===== config.mk =====
export PLATFORM = sky130hd
export DESIGN_NAME = cfg_msg_agent
export DESIGN_NICKNAME = d
export VERILOG_FILES = /design/src/core/cfg_pkg.sv /design/src/core/cfg_regs_if.sv /design/src/core/cfg_regfile.sv /design/src/core/cfg_msg_agent.sv
export VERILOG_INCLUDE_DIRS = /design/src /design/src/core
export SDC_FILE = /design/constraint.sdc
export NUM_CORES = 1
export LEC_CHECK = 0
export BUFFER_PORTS_ARGS = -buffer_cell sky130_fd_sc_hd__buf_2
export CORE_AREA = 2 2 249 251
export DETAILED_ROUTE_END_ITERATION = 8
export DIE_AREA = 0 0 251 253
export GPL_ROUTABILITY_DRIVEN = 0
export PLACE_DENSITY = 0.6
export SLEW_MARGIN = 5
export SYNTH_ARGS = -nofsm -noshare
export SYNTH_HDL_FRONTEND = slang
export SYNTH_SLANG_ARGS = --single-unit
export TNS_END_PERCENT = 5

===== constraint.sdc =====
create_clock -name clk -period 7.21 [get_ports clk]
set_input_delay 1.442 -clock clk [delete_from_list [all_inputs] [get_ports clk]]
set_output_delay 1.442 -clock clk [all_outputs]
set_load 0.01 [all_outputs]

===== src/core/cfg_defs.svh =====
// token values, endpoint codes and field lengths for the config agent
`ifndef CFG_DEFS_SVH
`define CFG_DEFS_SVH

// ----------------------------------------------------------------------
// control tokens
// ----------------------------------------------------------------------
`define CFG_TOK_WRITE   8'hc0
`define CFG_TOK_READ    8'hc1
`define CFG_TOK_END     8'h01
`define CFG_TOK_ACK     8'h03
`define CFG_TOK_NACK    8'h04

// ----------------------------------------------------------------------
// endpoint codes in the low half of the destination
// ----------------------------------------------------------------------
`define CFG_EP_TILE     16'hc20c
`define CFG_EP_NODE     16'hc30c

// ----------------------------------------------------------------------
// return field and byte counts (last byte index of each field)
// ----------------------------------------------------------------------
`define CFG_NOREPLY     8'hff
`define CFG_RET_LAST    2'h2
`define CFG_REG_LAST    2'h1
`define CFG_WORD_LAST   2'h3

`endif


===== src/core/cfg_pkg.sv =====
// types shared by the config message agent and its register banks
package cfg_pkg;

  typedef enum logic [3:0] {
    S_IDLE   = 4'h0,
    S_RET    = 4'h1,
    S_REG    = 4'h2,
    S_DATA   = 4'h3,
    S_END    = 4'h4,
    S_SKIP   = 4'h5,
    S_TX_HDR = 4'h6,
    S_TX_DAT = 4'h7,
    S_TX_END = 4'h8
  } agent_state_e;

  typedef enum logic [1:0] {
    OP_WRITE = 2'h0,
    OP_READ  = 2'h1,
    OP_BAD   = 2'h2
  } op_kind_e;

endpackage


===== src/core/cfg_regs_if.sv =====
// link between the message agent and the register banks
`timescale 1ns/1ps
`default_nettype none

interface cfg_regs_if;
  logic        wr_en;
  logic        bank;
  logic [15:0] addr;
  logic [31:0] wdata;
  logic [31:0] rdata;
  logic        hit;

  modport agent (output wr_en, bank, addr, wdata, input rdata, hit);
  modport regs  (input wr_en, bank, addr, wdata, output rdata, hit);
endinterface

`default_nettype wire


===== src/core/cfg_regfile.sv =====
// tile and node configuration register banks
`timescale 1ns/1ps
`default_nettype none

module cfg_regfile
  import cfg_pkg::*;
#(
  parameter int NREGS = 8
) (
  input  wire logic clk,    // system clock
  input  wire logic resetn, // async reset, active low
  cfg_regs_if.regs  rb      // access from the agent
);

  localparam int IW = (NREGS > 1) ? $clog2(NREGS) : 1;

  logic [31:0] mem_reg  [0:1][0:NREGS-1];
  logic [31:0] mem_next [0:1][0:NREGS-1];
  logic [IW-1:0] idx;

  // ----------------------------------------------------------------------
  // decode
  // ----------------------------------------------------------------------
  // numbers past the bank size are unimplemented and never stored
  assign rb.hit   = ({16'h0000, rb.addr} < NREGS);
  assign idx      = rb.addr[IW-1:0];
  assign rb.rdata = rb.hit ? mem_reg[rb.bank][idx] : 32'h0000_0000;

  // ----------------------------------------------------------------------
  // storage, one generated word per bank entry
  // ----------------------------------------------------------------------
  for (genvar b = 0; b < 2; b++) begin : g_bank
    for (genvar i = 0; i < NREGS; i++) begin : g_word
      // word loads only on a committed write aimed at it
      always_comb begin
        mem_next[b][i] = mem_reg[b][i];
        if (rb.wr_en && rb.hit && (rb.bank == 1'(b)) &&
            (idx == IW'(i))) begin
          mem_next[b][i] = rb.wdata;
        end
      end

      always_ff @(posedge clk or negedge resetn) begin
        if (!resetn) begin
          mem_reg[b][i] <= 32'h0000_0000;
        end else begin
          mem_reg[b][i] <= mem_next[b][i];
        end
      end
    end
  end

endmodule

`default_nettype wire


===== src/core/cfg_msg_agent.sv =====
// token message agent for tile and node configuration registers
//
// Behaviour
// RQ1 - every request carries the top 24 bits of the reply channel end.
// RQ2 - a write whose return field ends in byte ff gets no reply at all.
// RQ3 - multi-byte fields travel most significant byte first both ways.
// RQ4 - processor-status ids are register number shifted by 8 ored with 0b.
// RQ5 - destination nnnnc20c with our tile id reaches the tile bank.
// RQ6 - destination nnnnc30c with our node id reaches the node bank.
// RQ7 - a write is token 192, 24-bit return, 16-bit number, word, token 1.
// RQ8 - a replied write answers 3,1 on success or 4,1 on failure.
// RQ9 - a read is token 192+1, 24-bit return, 16-bit number, token 1.
// RQ10 - a read answers 3, the word, 1 on success or 4,1 on failure.
// RQ11 - the node bank takes the same formats and gives the same answers.
// RQ12 - bad number, bad start token or missing end fails, nothing stored.
`timescale 1ns/1ps
`default_nettype none
`include "cfg_defs.svh"

module cfg_msg_agent
  import cfg_pkg::*;
#(
  parameter int NREGS = 8
) (
  input  wire logic        clk,          // system clock, 200 MHz
  input  wire logic        resetn,       // async reset, active low
  input  wire logic [15:0] tile_id,      // our tile identifier
  input  wire logic [15:0] node_id,      // our node identifier
  input  wire logic        rx_valid,     // request token present
  input  wire logic        rx_ctrl,      // token is a control token
  input  wire logic [7:0]  rx_data,      // token value
  input  wire logic [31:0] rx_dest,      // destination, with first token
  output logic             rx_ready,     // agent takes a token
  output logic             tx_valid,     // reply token present
  output logic             tx_ctrl,      // reply token is control
  output logic [7:0]       tx_data,      // reply token value
  output logic [23:0]      tx_return_id, // channel end of the reply
  input  wire logic        tx_ready      // interconnect takes reply token
);

  // ----------------------------------------------------------------------
  // state
  // ----------------------------------------------------------------------
  agent_state_e state_reg, state_next;
  op_kind_e     op_reg,    op_next;
  logic [1:0]   cnt_reg,   cnt_next;
  logic         bank_reg,  bank_next;
  logic         fail_reg,  fail_next;
  logic [23:0]  ret_reg,   ret_next;
  logic [15:0]  addr_reg,  addr_next;
  logic [31:0]  data_reg,  data_next;
  logic         rx_ready_reg, rx_ready_next;
  logic         tx_valid_reg, tx_valid_next;
  logic         tx_ctrl_reg,  tx_ctrl_next;
  logic [7:0]   tx_data_reg,  tx_data_next;

  logic acc;
  logic tx_go;
  logic finish;
  logic commit;
  logic is_end;

  cfg_regs_if regs_if ();

  assign acc    = rx_valid & rx_ready_reg;
  assign tx_go  = tx_valid_reg & tx_ready;
  assign is_end = rx_ctrl && (rx_data == `CFG_TOK_END);

  // ----------------------------------------------------------------------
  // register bank access
  // ----------------------------------------------------------------------
  // address and data come from flops, so the bank sees stable fields
  assign regs_if.wr_en = commit;
  assign regs_if.bank  = bank_reg;
  assign regs_if.addr  = addr_reg;
  assign regs_if.wdata = data_reg;

  cfg_regfile #(
    .NREGS (NREGS)
  ) u_regs (
    .clk    (clk),
    .resetn (resetn),
    .rb     (regs_if.regs)
  );

  // ----------------------------------------------------------------------
  // parser and reply sequencer
  // ----------------------------------------------------------------------
  // one process walks the request fields and then the reply tokens
  always_comb begin
    state_next    = state_reg;
    op_next       = op_reg;
    cnt_next      = cnt_reg;
    bank_next     = bank_reg;
    fail_next     = fail_reg;
    ret_next      = ret_reg;
    addr_next     = addr_reg;
    data_next     = data_reg;
    tx_valid_next = tx_valid_reg;
    tx_ctrl_next  = tx_ctrl_reg;
    tx_data_next  = tx_data_reg;
    finish        = 1'b0;
    commit        = 1'b0;
    case (state_reg)
      S_IDLE: begin
        // plain data tokens between messages are dropped
        if (acc && rx_ctrl) begin
          fail_next = 1'b0;
          cnt_next  = 2'h0;
          ret_next  = 24'h00_0000;
          addr_next = 16'h0000;
          state_next = S_RET;
          if (rx_data == `CFG_TOK_WRITE) begin
            op_next = OP_WRITE; // RQ7
          end else if (rx_data == `CFG_TOK_READ) begin
            op_next = OP_READ; // RQ9
          end else begin
            op_next   = OP_BAD; // RQ12
            fail_next = 1'b1;
          end
          if ((rx_dest[15:0] == `CFG_EP_TILE) &&
              (rx_dest[31:16] == tile_id)) begin
            bank_next = 1'b0; // RQ5
          end else if ((rx_dest[15:0] == `CFG_EP_NODE) &&
                       (rx_dest[31:16] == node_id)) begin
            bank_next = 1'b1; // RQ6 RQ11
          end else begin
            bank_next = 1'b0;
            fail_next = 1'b1;
          end
        end
      end
      S_RET: begin
        if (acc) begin
          if (rx_ctrl) begin
            fail_next = 1'b1; // RQ12
            finish    = 1'b1;
          end else begin
            ret_next = {ret_reg[15:0], rx_data}; // RQ1 RQ3
            cnt_next = cnt_reg + 2'h1;
            if (cnt_reg == `CFG_RET_LAST) begin
              cnt_next   = 2'h0;
              state_next = (op_reg == OP_BAD) ? S_SKIP : S_REG;
            end
          end
        end
      end
      S_REG: begin
        if (acc) begin
          if (rx_ctrl) begin
            fail_next = 1'b1; // RQ12
            finish    = 1'b1;
          end else begin
            addr_next = {addr_reg[7:0], rx_data}; // RQ3
            cnt_next  = cnt_reg + 2'h1;
            if (cnt_reg == `CFG_REG_LAST) begin
              cnt_next   = 2'h0;
              state_next = (op_reg == OP_READ) ? S_END : S_DATA; // RQ9
            end
          end
        end
      end
      S_DATA: begin
        if (acc) begin
          if (rx_ctrl) begin
            fail_next = 1'b1; // RQ12
            finish    = 1'b1;
          end else begin
            data_next = {data_reg[23:0], rx_data}; // RQ3 RQ7
            cnt_next  = cnt_reg + 2'h1;
            if (cnt_reg == `CFG_WORD_LAST) begin
              cnt_next   = 2'h0;
              state_next = S_END;
            end
          end
        end
      end
      S_END: begin
        // the store happens only with the closing token and a valid number
        if (acc) begin
          finish = 1'b1;
          if (!is_end || !regs_if.hit) begin
            fail_next = 1'b1; // RQ12
          end else if (!fail_reg) begin
            commit = (op_reg == OP_WRITE); // RQ7 RQ11
            if (op_reg == OP_READ) begin
              data_next = regs_if.rdata; // RQ10
            end
          end
        end
      end
      S_SKIP: begin
        // unknown request: wait for its end, then answer failure
        if (acc && is_end) begin
          finish = 1'b1; // RQ12
        end
      end
      S_TX_HDR: begin
        if (tx_go) begin
          tx_ctrl_next = 1'b1;
          tx_data_next = `CFG_TOK_END;
          state_next   = S_TX_END;
          if ((op_reg == OP_READ) && !fail_reg) begin
            tx_ctrl_next = 1'b0; // RQ10
            tx_data_next = data_reg[31:24]; // RQ3
            data_next    = {data_reg[23:0], 8'h00};
            cnt_next     = 2'h0;
            state_next   = S_TX_DAT;
          end
        end
      end
      S_TX_DAT: begin
        if (tx_go) begin
          cnt_next = cnt_reg + 2'h1;
          if (cnt_reg == `CFG_WORD_LAST) begin
            tx_ctrl_next = 1'b1; // RQ10
            tx_data_next = `CFG_TOK_END;
            state_next   = S_TX_END;
          end else begin
            tx_data_next = data_reg[31:24]; // RQ3
            data_next    = {data_reg[23:0], 8'h00};
          end
        end
      end
      S_TX_END: begin
        if (tx_go) begin
          tx_valid_next = 1'b0;
          tx_ctrl_next  = 1'b0;
          tx_data_next  = 8'h00;
          state_next    = S_IDLE;
        end
      end
      default: begin
        state_next = S_IDLE;
      end
    endcase
    // a finished request either goes quiet or opens its reply
    if (finish) begin
      if ((op_reg == OP_WRITE) && (ret_next[7:0] == `CFG_NOREPLY)) begin
        state_next = S_IDLE; // RQ2
      end else begin
        tx_valid_next = 1'b1;
        tx_ctrl_next  = 1'b1;
        tx_data_next  = fail_next ? `CFG_TOK_NACK : `CFG_TOK_ACK; // RQ8 RQ10
        state_next    = S_TX_HDR;
      end
    end
    // no new tokens are taken while a reply is out, which keeps it simple
    rx_ready_next = !((state_next == S_TX_HDR) || (state_next == S_TX_DAT) ||
                      (state_next == S_TX_END));
  end

  always_ff @(posedge clk or negedge resetn) begin
    if (!resetn) begin
      state_reg    <= S_IDLE;
      op_reg       <= OP_WRITE;
      cnt_reg      <= 2'h0;
      bank_reg     <= 1'b0;
      fail_reg     <= 1'b0;
      ret_reg      <= 24'h00_0000;
      addr_reg     <= 16'h0000;
      data_reg     <= 32'h0000_0000;
      rx_ready_reg <= 1'b0;
      tx_valid_reg <= 1'b0;
      tx_ctrl_reg  <= 1'b0;
      tx_data_reg  <= 8'h00;
    end else begin
      state_reg    <= state_next;
      op_reg       <= op_next;
      cnt_reg      <= cnt_next;
      bank_reg     <= bank_next;
      fail_reg     <= fail_next;
      ret_reg      <= ret_next;
      addr_reg     <= addr_next;
      data_reg     <= data_next;
      rx_ready_reg <= rx_ready_next;
      tx_valid_reg <= tx_valid_next;
      tx_ctrl_reg  <= tx_ctrl_next;
      tx_data_reg  <= tx_data_next;
    end
  end

  // ----------------------------------------------------------------------
  // outputs
  // ----------------------------------------------------------------------
  assign rx_ready     = rx_ready_reg;
  assign tx_valid     = tx_valid_reg;
  assign tx_ctrl      = tx_ctrl_reg;
  assign tx_data      = tx_data_reg;
  assign tx_return_id = ret_reg; // RQ1

endmodule

`default_nettype wire


**Yosys cells after proc, flatten, opt, wreduce, memory -nomap -nowiden**

Cells that the tools add are included.

- Output and inout port bits: 35
- Flip-flop bits (word level): 605

- Reductions and logical operators: 47
- Bitwise gates (word level): 5
- Add/sub/neg operators: 1
- Equality and inequality tests: 46
- Muxes and demuxes: 104
- Magnitude comparators: 3

Operators with widths:

| operator | number |
|---|---|
| $mux 256 | 3 |
| $mux 32 | 13 |
| $pmux 32 s4 | 1 |
| $bmux 32 s3 | 1 |
| $mux 24 | 3 |
| $mux 4 | 16 |
| $mux 8 | 7 |
| $mux 16 | 3 |
| $pmux 24 s2 | 1 |
| $eq 16x16->1 | 2 |
| $eq 16x16->1 const B | 2 |
| $pmux 16 s2 | 1 |
| $pmux 4 s8 | 1 |
| $mux 1 | 30 |
| $mux 2 | 15 |
| $ne 2x2->1 const B | 15 |
| $logic_and 1x1->1 | 26 |
| $eq 4x3->1 const B | 6 |
| $eq 8x8->1 const B | 3 |
| $pmux 8 s3 | 1 |
| $reduce_and 11->1 | 2 |
| $lt 16x4->1 const B | 1 |
| $eq 3x3->1 const B | 4 |
| $mux 3 | 4 |
| 29 further kinds | 45 |

**Logic depth before layout (Yosys ltp)**

Gate-level depths: netlist (run 1).

- Depth after elaboration: 13
- Depth in mapped cells: 9
- Depth with buffers taken out: 8

**Modules after synthesis**

Synthesis (run 1) repeated with hierarchy kept, for this count alone.

- Cells, all modules: 1887
- Area total of the unflattened synthesis: 28205.8 um2

By module, submodules not included:

| module | area an instance (um2) | cells each | instances |
|---|---|---|---|
| cfg_regfile | 23103.4 | 1423 | 1 |
| cfg_msg_agent | 5102.4 | 464 | 1 |

**Least setup slack after synthesis (run 1)**

No wires, ideal clock.

- Path kind: in2reg
- From: input rx_ctrl
- To: register tx_data_reg[1], in the netlist tx_data[1]
- Path buffers: 2
- Cell stages on the path: 8
- Slack: 3754 ps
- Library setup time: 79 ps
- Required time: 7131 ps
- Arrival time: 3377 ps
- Path through: xnor2_1 -> or4b_2 -> clkbuf_1 -> a32oi_1 -> and3b_1 -> a41oi_2 -> buf_2 -> mux2i_1

- Longest elaborated chain between the ends: 9
- Elaborated cells between the ends (all ways): 24

RTL lines:

| element | RTL line | text |
|---|---|---|
| from (decl) | cfg_msg_agent.sv:30 | `input wire logic rx_ctrl,` |
| $logic_and 1x1->1 | cfg_msg_agent.sv:67 | `` assign is_end = rx_ctrl && (rx_data == `CFG_TOK_END); `` |
| $logic_not 1->1 | cfg_msg_agent.sv:182 | `if (!is_end \|\| !regs_if.hit) begin` |
| $logic_or 1x1->1 | cfg_msg_agent.sv:182 |  |
| $mux 1 | cfg_msg_agent.sv:182 |  |
| $mux 1 | cfg_msg_agent.sv:180 | `if (acc) begin` |
| $pmux 1 s3 | cfg_msg_agent.sv:104 | `case (state_reg)` |
| $mux 3 (no line) | -- |  |
| $mux 8 | cfg_msg_agent.sv:239 | `` if ((op_reg == OP_WRITE) && (ret_next[7:0] == `CFG_NOREPLY)) begin `` |
| $mux 8 (*) | cfg_msg_agent.sv:238 | `if (finish) begin` |
| named net tx_data_next[1] | cfg_msg_agent.sv:55 | `logic [7:0] tx_data_reg, tx_data_next;` |
| to (signal assigned) | cfg_msg_agent.sv:279 | `tx_data_reg <= tx_data_next;` |
| to (decl) | cfg_msg_agent.sv:55 |  |

Mark *: on every way through the listed nets, which the timed path passes. The rest lies on a longest branch. The select of a mux whose other input is x is not followed.
A chain may end at the register's enable or synchronous reset.

**Worst setup path after layout (run 1)**

- From: register state_reg[0]
- To: register u_regs.mem_reg[28] (netlist bit)

- Longest elaborated chain between the ends: 5

RTL lines:

| element | RTL line | text |
|---|---|---|
| from (decl) | cfg_msg_agent.sv:44 | `agent_state_e state_reg, state_next;` |
| from (signal assigned) | cfg_msg_agent.sv:268 | `state_reg <= state_next;` |
| $eq 4x3->1 | cfg_msg_agent.sv:104 |  |
| $mux 1 | cfg_msg_agent.sv:104 |  |
| $logic_and 1x1->1 (3 in a row) | cfg_regfile.sv:37 | `if (rb.wr_en && rb.hit && (rb.bank == 1'(b)) &&` |
| to (signal, indexed assignment) | cfg_regfile.sv:47 | `mem_reg[b][i] <= mem_next[b][i];` |
| to (decl) | cfg_regfile.sv:17 | `logic [31:0] mem_reg [0:1][0:NREGS-1];` |

No other way between the ends.

==> results.yml, run 1 <==
global_routing:
  grt.total_usage_pct: 22.2
  met1_usage_pct: 31.9
  grt_use_met2_pct: 36.0
  grt_pass1_vias: 17200
  grt_max_degree: 169
  top_usage_layer: "met2"
  gr-total-overflow: 0
  antenna_found_initial: 0
  use_met3_pct: 3.20
  grt_pass1_wl_um: 108000
clock_network:
  cts_buffers: 66
  cts_tree: "done"
  clockBufferDepth: 3
  htreeDepth: 3
  cts_sinks: 605
  cts-resized-gates: 0
  clock_latency_ps: 590
  cts-root-buf: "clkbuf_16"
  clk_pin_slew_worst_paths_ps: 60
  post_cts_buffers: 0
  postCtsHoldBufs: 0
power:
  power.share.clock_pct: 49.5
  p_comb_share_pct: 1.8
  total_leakage_power_nw: 14.5
  swShare_pct: 20.7
  internal_power_mw: 5.53
  cellPowerDensity_mw_per_mm2: 223
  switchingPower_mw: 1.44
  finalPower_mw: 6.97
  ir_drop_mv: 0.166
  seqPwrFrac_pct: 48.7
final_layout:
  largest_reg_flops: 512
  drive_gt1_share_pct: 48.1
  multi_input_area_mm2: 0.0120
  area_growth_pct: 12.6
  antennaDiodeCount: 0
  seq_area_mm2: 0.0152
  final_util_pct: 51.1
  fin_nets: 1976
  fill_cells: 5169
worst_setup_path:
  crit_path_start_kind: "register"
  worst_setup_path_end_kind: "register"
  cp_common_cell: "buf_4"
  cp_data_required_time_ps: 7680
  critPathMaxFanout: 27
  path_class: "reg2reg"
  timing.rr.end: "u_regs.mem_reg[28]"
  reg2reg_slack_ps: 2810
  crit_chain: "or4b_1, buf_4, nor4_4, nand4_1, nor2_4, buf_4, mux2_2"
  r2r_start: "state_reg[0]"
  slowest_stage: "nor2_4"
  cp_slowest_stage_delay_ps: 1070
  cp-startpoint: "state_reg[0]"
  worst_ep_arrival_time_ps: 4860
  reg2reg_depth: 7
floorplan:
  start_util_pct: 45.4
  die-area_mm2: 0.0635
  ioPinCount: 112
  rows: 91
  die_h_um: 253
  fp.coreArea_mm2: 0.0610
  chipWidth_um: 251
timing:
  finalCritPeriodShare_pct: 61.0
  setup_viol: 0
  rsz0062_at_grt: "false"
  hold_violations: 0
  slew_headroom_pct: 18.4
  max_slew.worst_pin.slew_ps: 1220
  min_period_ps: 4400
  slew_viol_final: 0
  finalClockSkew_ps: 11.5
  fmax_mhz: 228
  fin_tns_setup_ps: 0
detailed_routing:
  via_count: 16300
  first_pass_iters: 5
  postRouteAntennaNets: 0
  routedWlPerCell_um: 25.0
  viasPerCell: 5.98
  drt_iter0_drc: 1222
  drc: 0
  drt-total-wl_um: 68400
synth:
  netlist-cell-type-count: 60
  synthFlopType: "dfrtp_1"
  syn_inst: 1840
  synth_nets: 1922
  synth_seq_area_share_pct: 54.7
  syn_area_mm2: 0.0277
  synth.ff_latch_count: 605
  synth_async_sr_flop_share_pct: 100
  synth-edff-count: 0
  synth_top_area_cell: "dfrtp_1"
  ys_warn_count: 0
  synth_top_area_share_pct: 54.7
  yosys-top-cells-area: "dfrtp_1 (55%), mux2_2 (21%), mux4_2 (13%)"
  synth.avg_cell_area_um2: 15.1
worst_hold_path:
  worstHoldStart: "u_regs.mem_reg[383]"
  hold_path_end: "u_regs.mem_reg[383]"
  hold_depth: 1
  hp-class: "reg2reg"
run:
  maxCapViolCount: 0
place:
  dp_hpwl_um: 39800
  io_buffers: 111
status:
  status: "finished, final reports clean"
==> worst max-delay path by stage <==
stage / end / slack (ps)
2_1_floorplan: tx_data[1] / 3750
3_3_place_gp: u_regs.mem_reg[252] / 2280
3_5_place_dp: u_regs.mem_reg[252] / 2240
4_1_cts: u_regs.mem_reg[243] / 2800
5_1_grt: u_regs.mem_reg[28] / 2600
6_report: u_regs.mem_reg[28] / 2810
==> critical path, delay by kind of cell, from the launching register on <==
kind                   cells  cell delay [ps]
flip-flops                 1              650
multiplexers               1              360
buffers and inverters      2              690
AND/OR/NAND/NOR            4             2560
==> cell usage in the layout (no fill, tap or decap), types with 3 or more instances in the layout <==
| cell type | count |
|---|---|
| dfrtp_1 | 601 |
| mux2_2 | 506 |
| mux4_2 | 160 |
| buf_2 | 110 |
| nand2_1 | 79 |
| clkbuf_16 | 70 |
| o21ai_0 | 60 |
| a22oi_1 | 41 |
| xnor2_1 | 28 |
| a22o_1 | 26 |
| buf_4 | 25 |
| nor2_1 | 23 |
| clkbuf_1 | 17 |
| nand3_1 | 15 |
| clkbuf_8 | 14 |
| inv_1 | 10 |
| nor2_4 | 10 |
| nand4_1 | 9 |
| clkinv_2 | 9 |
| nor3_1 | 8 |
| a21oi_1 | 8 |
| nor4_1 | 7 |
| mux2_1 | 7 |
| xor2_1 | 5 |
| nand2b_1 | 5 |
| ha_1 | 5 |
| bufinv_16 | 5 |
| a211oi_1 | 4 |
| mux2i_1 | 4 |
| dfrtp_4 | 4 |
| nor4bb_1 | 3 |
| and3_1 | 3 |
| nor4b_1 | 3 |
| and3b_1 | 3 |
| and2_1 | 3 |
| nand3b_1 | 3 |
| nor3_4 | 3 |
| buf_12 | 3 |
==> kinds of logic after synthesis <==
logic type / after synthesis / share of synthesized area, %
muxes: 677 / 34.0
xor gates and xnor gates: 33 / 1.04
buffers and inverters: 163 / 2.51
adders and majority gates: 5 / 0.226
AOI/OAI and AO/OA: 160 / 3.94
DFF: 605 / 54.7
and+or+nand+nor: 197 / 3.61
==> layout make-up <==
| class | count | area share [%] |
|---|---|---|
| clock inverters | 15 | 0.678 |
| multi-input cells | 1072 | 38.4 |
| well taps | 790 | 3.17 |
| repair buffers | 139 | 2.61 |
| clock buffers | 101 | 6.44 |
| flip-flops and latches | 605 | 48.6 |
| inverters | 10 | 0.120 |
==> metal layers <==
metal / wire length (µm) / vias to the layer above
li1: - / 6989
met1: 31900 / 8970
met2: 33000 / 276
met3: 2240 / 96
met4: 1380 / 0
met5: 0 / -
==> power by group through the flow <==
stage	Sequential [mW]	Clock [mW]	Combinational (mW)
after floorplan	3.46	0	0.0204
after global routing	3.39	3.68	0.143
final	3.40	3.45	0.123
after detailed placement	3.46	0	0.128
after CTS	3.40	3.53	0.129
after global placement	3.46	0	0.126
==> metrics by stage <==
| stage | hold WS (ps) | std cells | setup slack (ps) | instance area (µm²) |
|---|---|---|---|---|
| after global routing | 504 | 2732 | 2600 | 31200 |
| after floorplan | 453 | 1840 | 3750 | 27700 |
| after global placement | 464 | 2616 | 2280 | 29000 |
| final | 484 | 2732 | 2810 | 31200 |
| after CTS | 486 | 2732 | 2800 | 31200 |
| after detailed placement | 473 | 2616 | 2240 | 29000 |
==> synth_stat cells, types with 8 or more instances <==
master / count
dfrtp_1: 605
mux4_2: 160
a21oi_1: 8
buf_4: 9
xnor2_1: 28
mux2_2: 506
a22o_1: 26
nand3_1: 16
nand2_1: 80
inv_1: 10
buf_1: 18
o21ai_0: 60
buf_2: 40
nor3_1: 8
nor2_1: 34
a22oi_1: 41
clkbuf_1: 86
nand4_1: 9
Power figures use the tool's default switching activity.
==> run 2: changes to the inputs <==
Clock period 7.21 ns to 4.3 ns, I/O delays scaled along.
==> results.yml, run 2 (synthesized netlist as in run 1, its figures left out) <==
global_routing:
  antenna_found_initial: 1
  grt.total_usage_pct: 22.2
  grt_pass1_wl_um: 108000
  gr-total-overflow: 0
  grt_pass1_vias: 17400
  grt_max_degree: 107
floorplan:
  rows: 91
  die_h_um: 253
  die-area_mm2: 0.0635
  fp.coreArea_mm2: 0.0610
  ioPinCount: 112
  start_util_pct: 45.4
  chipWidth_um: 251
detailed_routing:
  drc: 0
  routedWlPerCell_um: 24.8
  viasPerCell: 5.95
  via_count: 16500
  drt_iter0_drc: 1104
  postRouteAntennaNets: 0
  drt-total-wl_um: 68700
  first_pass_iters: 5
final_layout:
  area_growth_pct: 14.2
  final_cell_mix: "dfrtp_1 (601), mux2_2 (506), mux4_2 (160), buf_2 (110), nand2_1 (79)"
  final_cell_area_mm2: 0.0316
  final_common_cell: "dfrtp_1"
  fin_cells: 2767
  fin_nets: 2010
  fill_cells: 5031
  seq_area_mm2: 0.0152
  largest_reg_flops: 512
  multi_input_area_mm2: 0.0120
  drive_gt1_share_pct: 49.1
power:
  swShare_pct: 21.0
  power.share.clock_pct: 50.3
  seqPwrFrac_pct: 47.9
  cellPowerDensity_mw_per_mm2: 376
  switchingPower_mw: 2.50
  ir_drop_mv: 0.233
  internal_power_mw: 9.39
  total_leakage_power_nw: 14.8
  p_comb_share_pct: 1.9
clock_network:
  cts-root-buf: "clkbuf_16"
  clockBufferDepth: 3
  cts_tree: "done"
  cts-resized-gates: 0
  htreeDepth: 3
  post_cts_buffers: 0
  cts_buffers: 68
  clk_pin_slew_worst_paths_ps: 60
  clock_latency_ps: 620
  postCtsHoldBufs: 0
  cts_sinks: 605
worst_setup_path:
  path_class: "reg2reg"
  worst_ep_arrival_time_ps: 4110
  crit_path_start_kind: "register"
  cp_data_required_time_ps: 4790
  worst_setup_path_end_kind: "register"
  critPathMaxFanout: 22
timing:
  finalCritPeriodShare_pct: 84.0
  hold_violations: 0
  slew_headroom_pct: 27.2
  setup_slack_ps: 686
  slew_viol_final: 0
  setup_viol: 0
  fin_tns_setup_ps: 0
  max_slew.worst_pin.slew_ps: 1090
  finalClockSkew_ps: 33.6
  rsz0062_at_grt: "false"
  holdWs_ps: 348
  min_period_ps: 3610
  fmax_mhz: 277
run:
  maxCapViolCount: 0
place:
  dp_cells: 2648
  pre_cts_ws_ps: 464
  dp_hpwl_um: 40600
  io_buffers: 111
  place_area_mm2: 0.0293
worst_hold_path:
  hp-class: "in2async"
status:
  status: "finished, final reports clean"
-- run 2: worst max-delay path, cell delays in order (launching register included) --
cell	delay [ps]
dfrtp_1	760
or4b_1	580
nor4_4	530
nand4b_1	500
nor3_4	300
buf_4	410
mux2_2	390
-- run 2: layout make-up --
type                    instances  share of cell area [%]
diodes                          1                 0.00791
repair buffers                171                    3.69
clock buffers                  99                    6.39
flip-flops and latches        605                    47.9
inverters                      10                   0.119
well taps                     790                    3.12
multi-input cells            1072                    37.9
clock inverters                19                   0.890
-- run 2: power groups by stage --
stage | logic (mW) | registers (mW) | clock network, mW
CTS | 0.230 | 5.69 | 6.13
global route | 0.254 | 5.69 | 6.36
detailed placement | 0.229 | 5.80 | 0
floorplan | 0.0343 | 5.80 | 0
finish | 0.220 | 5.69 | 5.98
global placement | 0.224 | 5.80 | 0
-- run 2: final timing paths --
check                                    startpoint  depth (start not counted)  slack (ps)                   to
worst max-delay path                   state_reg[2]                          6         690  u_regs.mem_reg[357]
worst min-delay path                         resetn                          1         350     tx_return_id[15]
worst max register to register         state_reg[2]                          6         690  u_regs.mem_reg[357]
worst min register to register  u_regs.mem_reg[123]                          1         490  u_regs.mem_reg[123]
max in group asynchronous                    resetn                          2        2960           cnt_reg[0]
min in group clk                u_regs.mem_reg[123]                          1         490  u_regs.mem_reg[123]
-- run 2: per-layer routing --
| metal | up-vias | track usage [%] | routed length, µm |
|---|---|---|---|
| li1 | 7034 | - | - |
| met1 | 8996 | 31.8 | 31800 |
| met2 | 325 | 35.9 | 33100 |
| met3 | 96 | 3.48 | 2500 |
| met4 | 0 | 5.24 | 1260 |
| met5 | - | 0 | 0 |
-- run 2: metrics by stage --
stage | util (%) | power [mW]
after floorplan | - | 5.83
after global placement | 48.1 | 6.02
after detailed placement | 48.1 | 6.03
after CTS | 51.8 | 12.1
after global routing | 51.8 | 12.3
final | 51.8 | 11.9
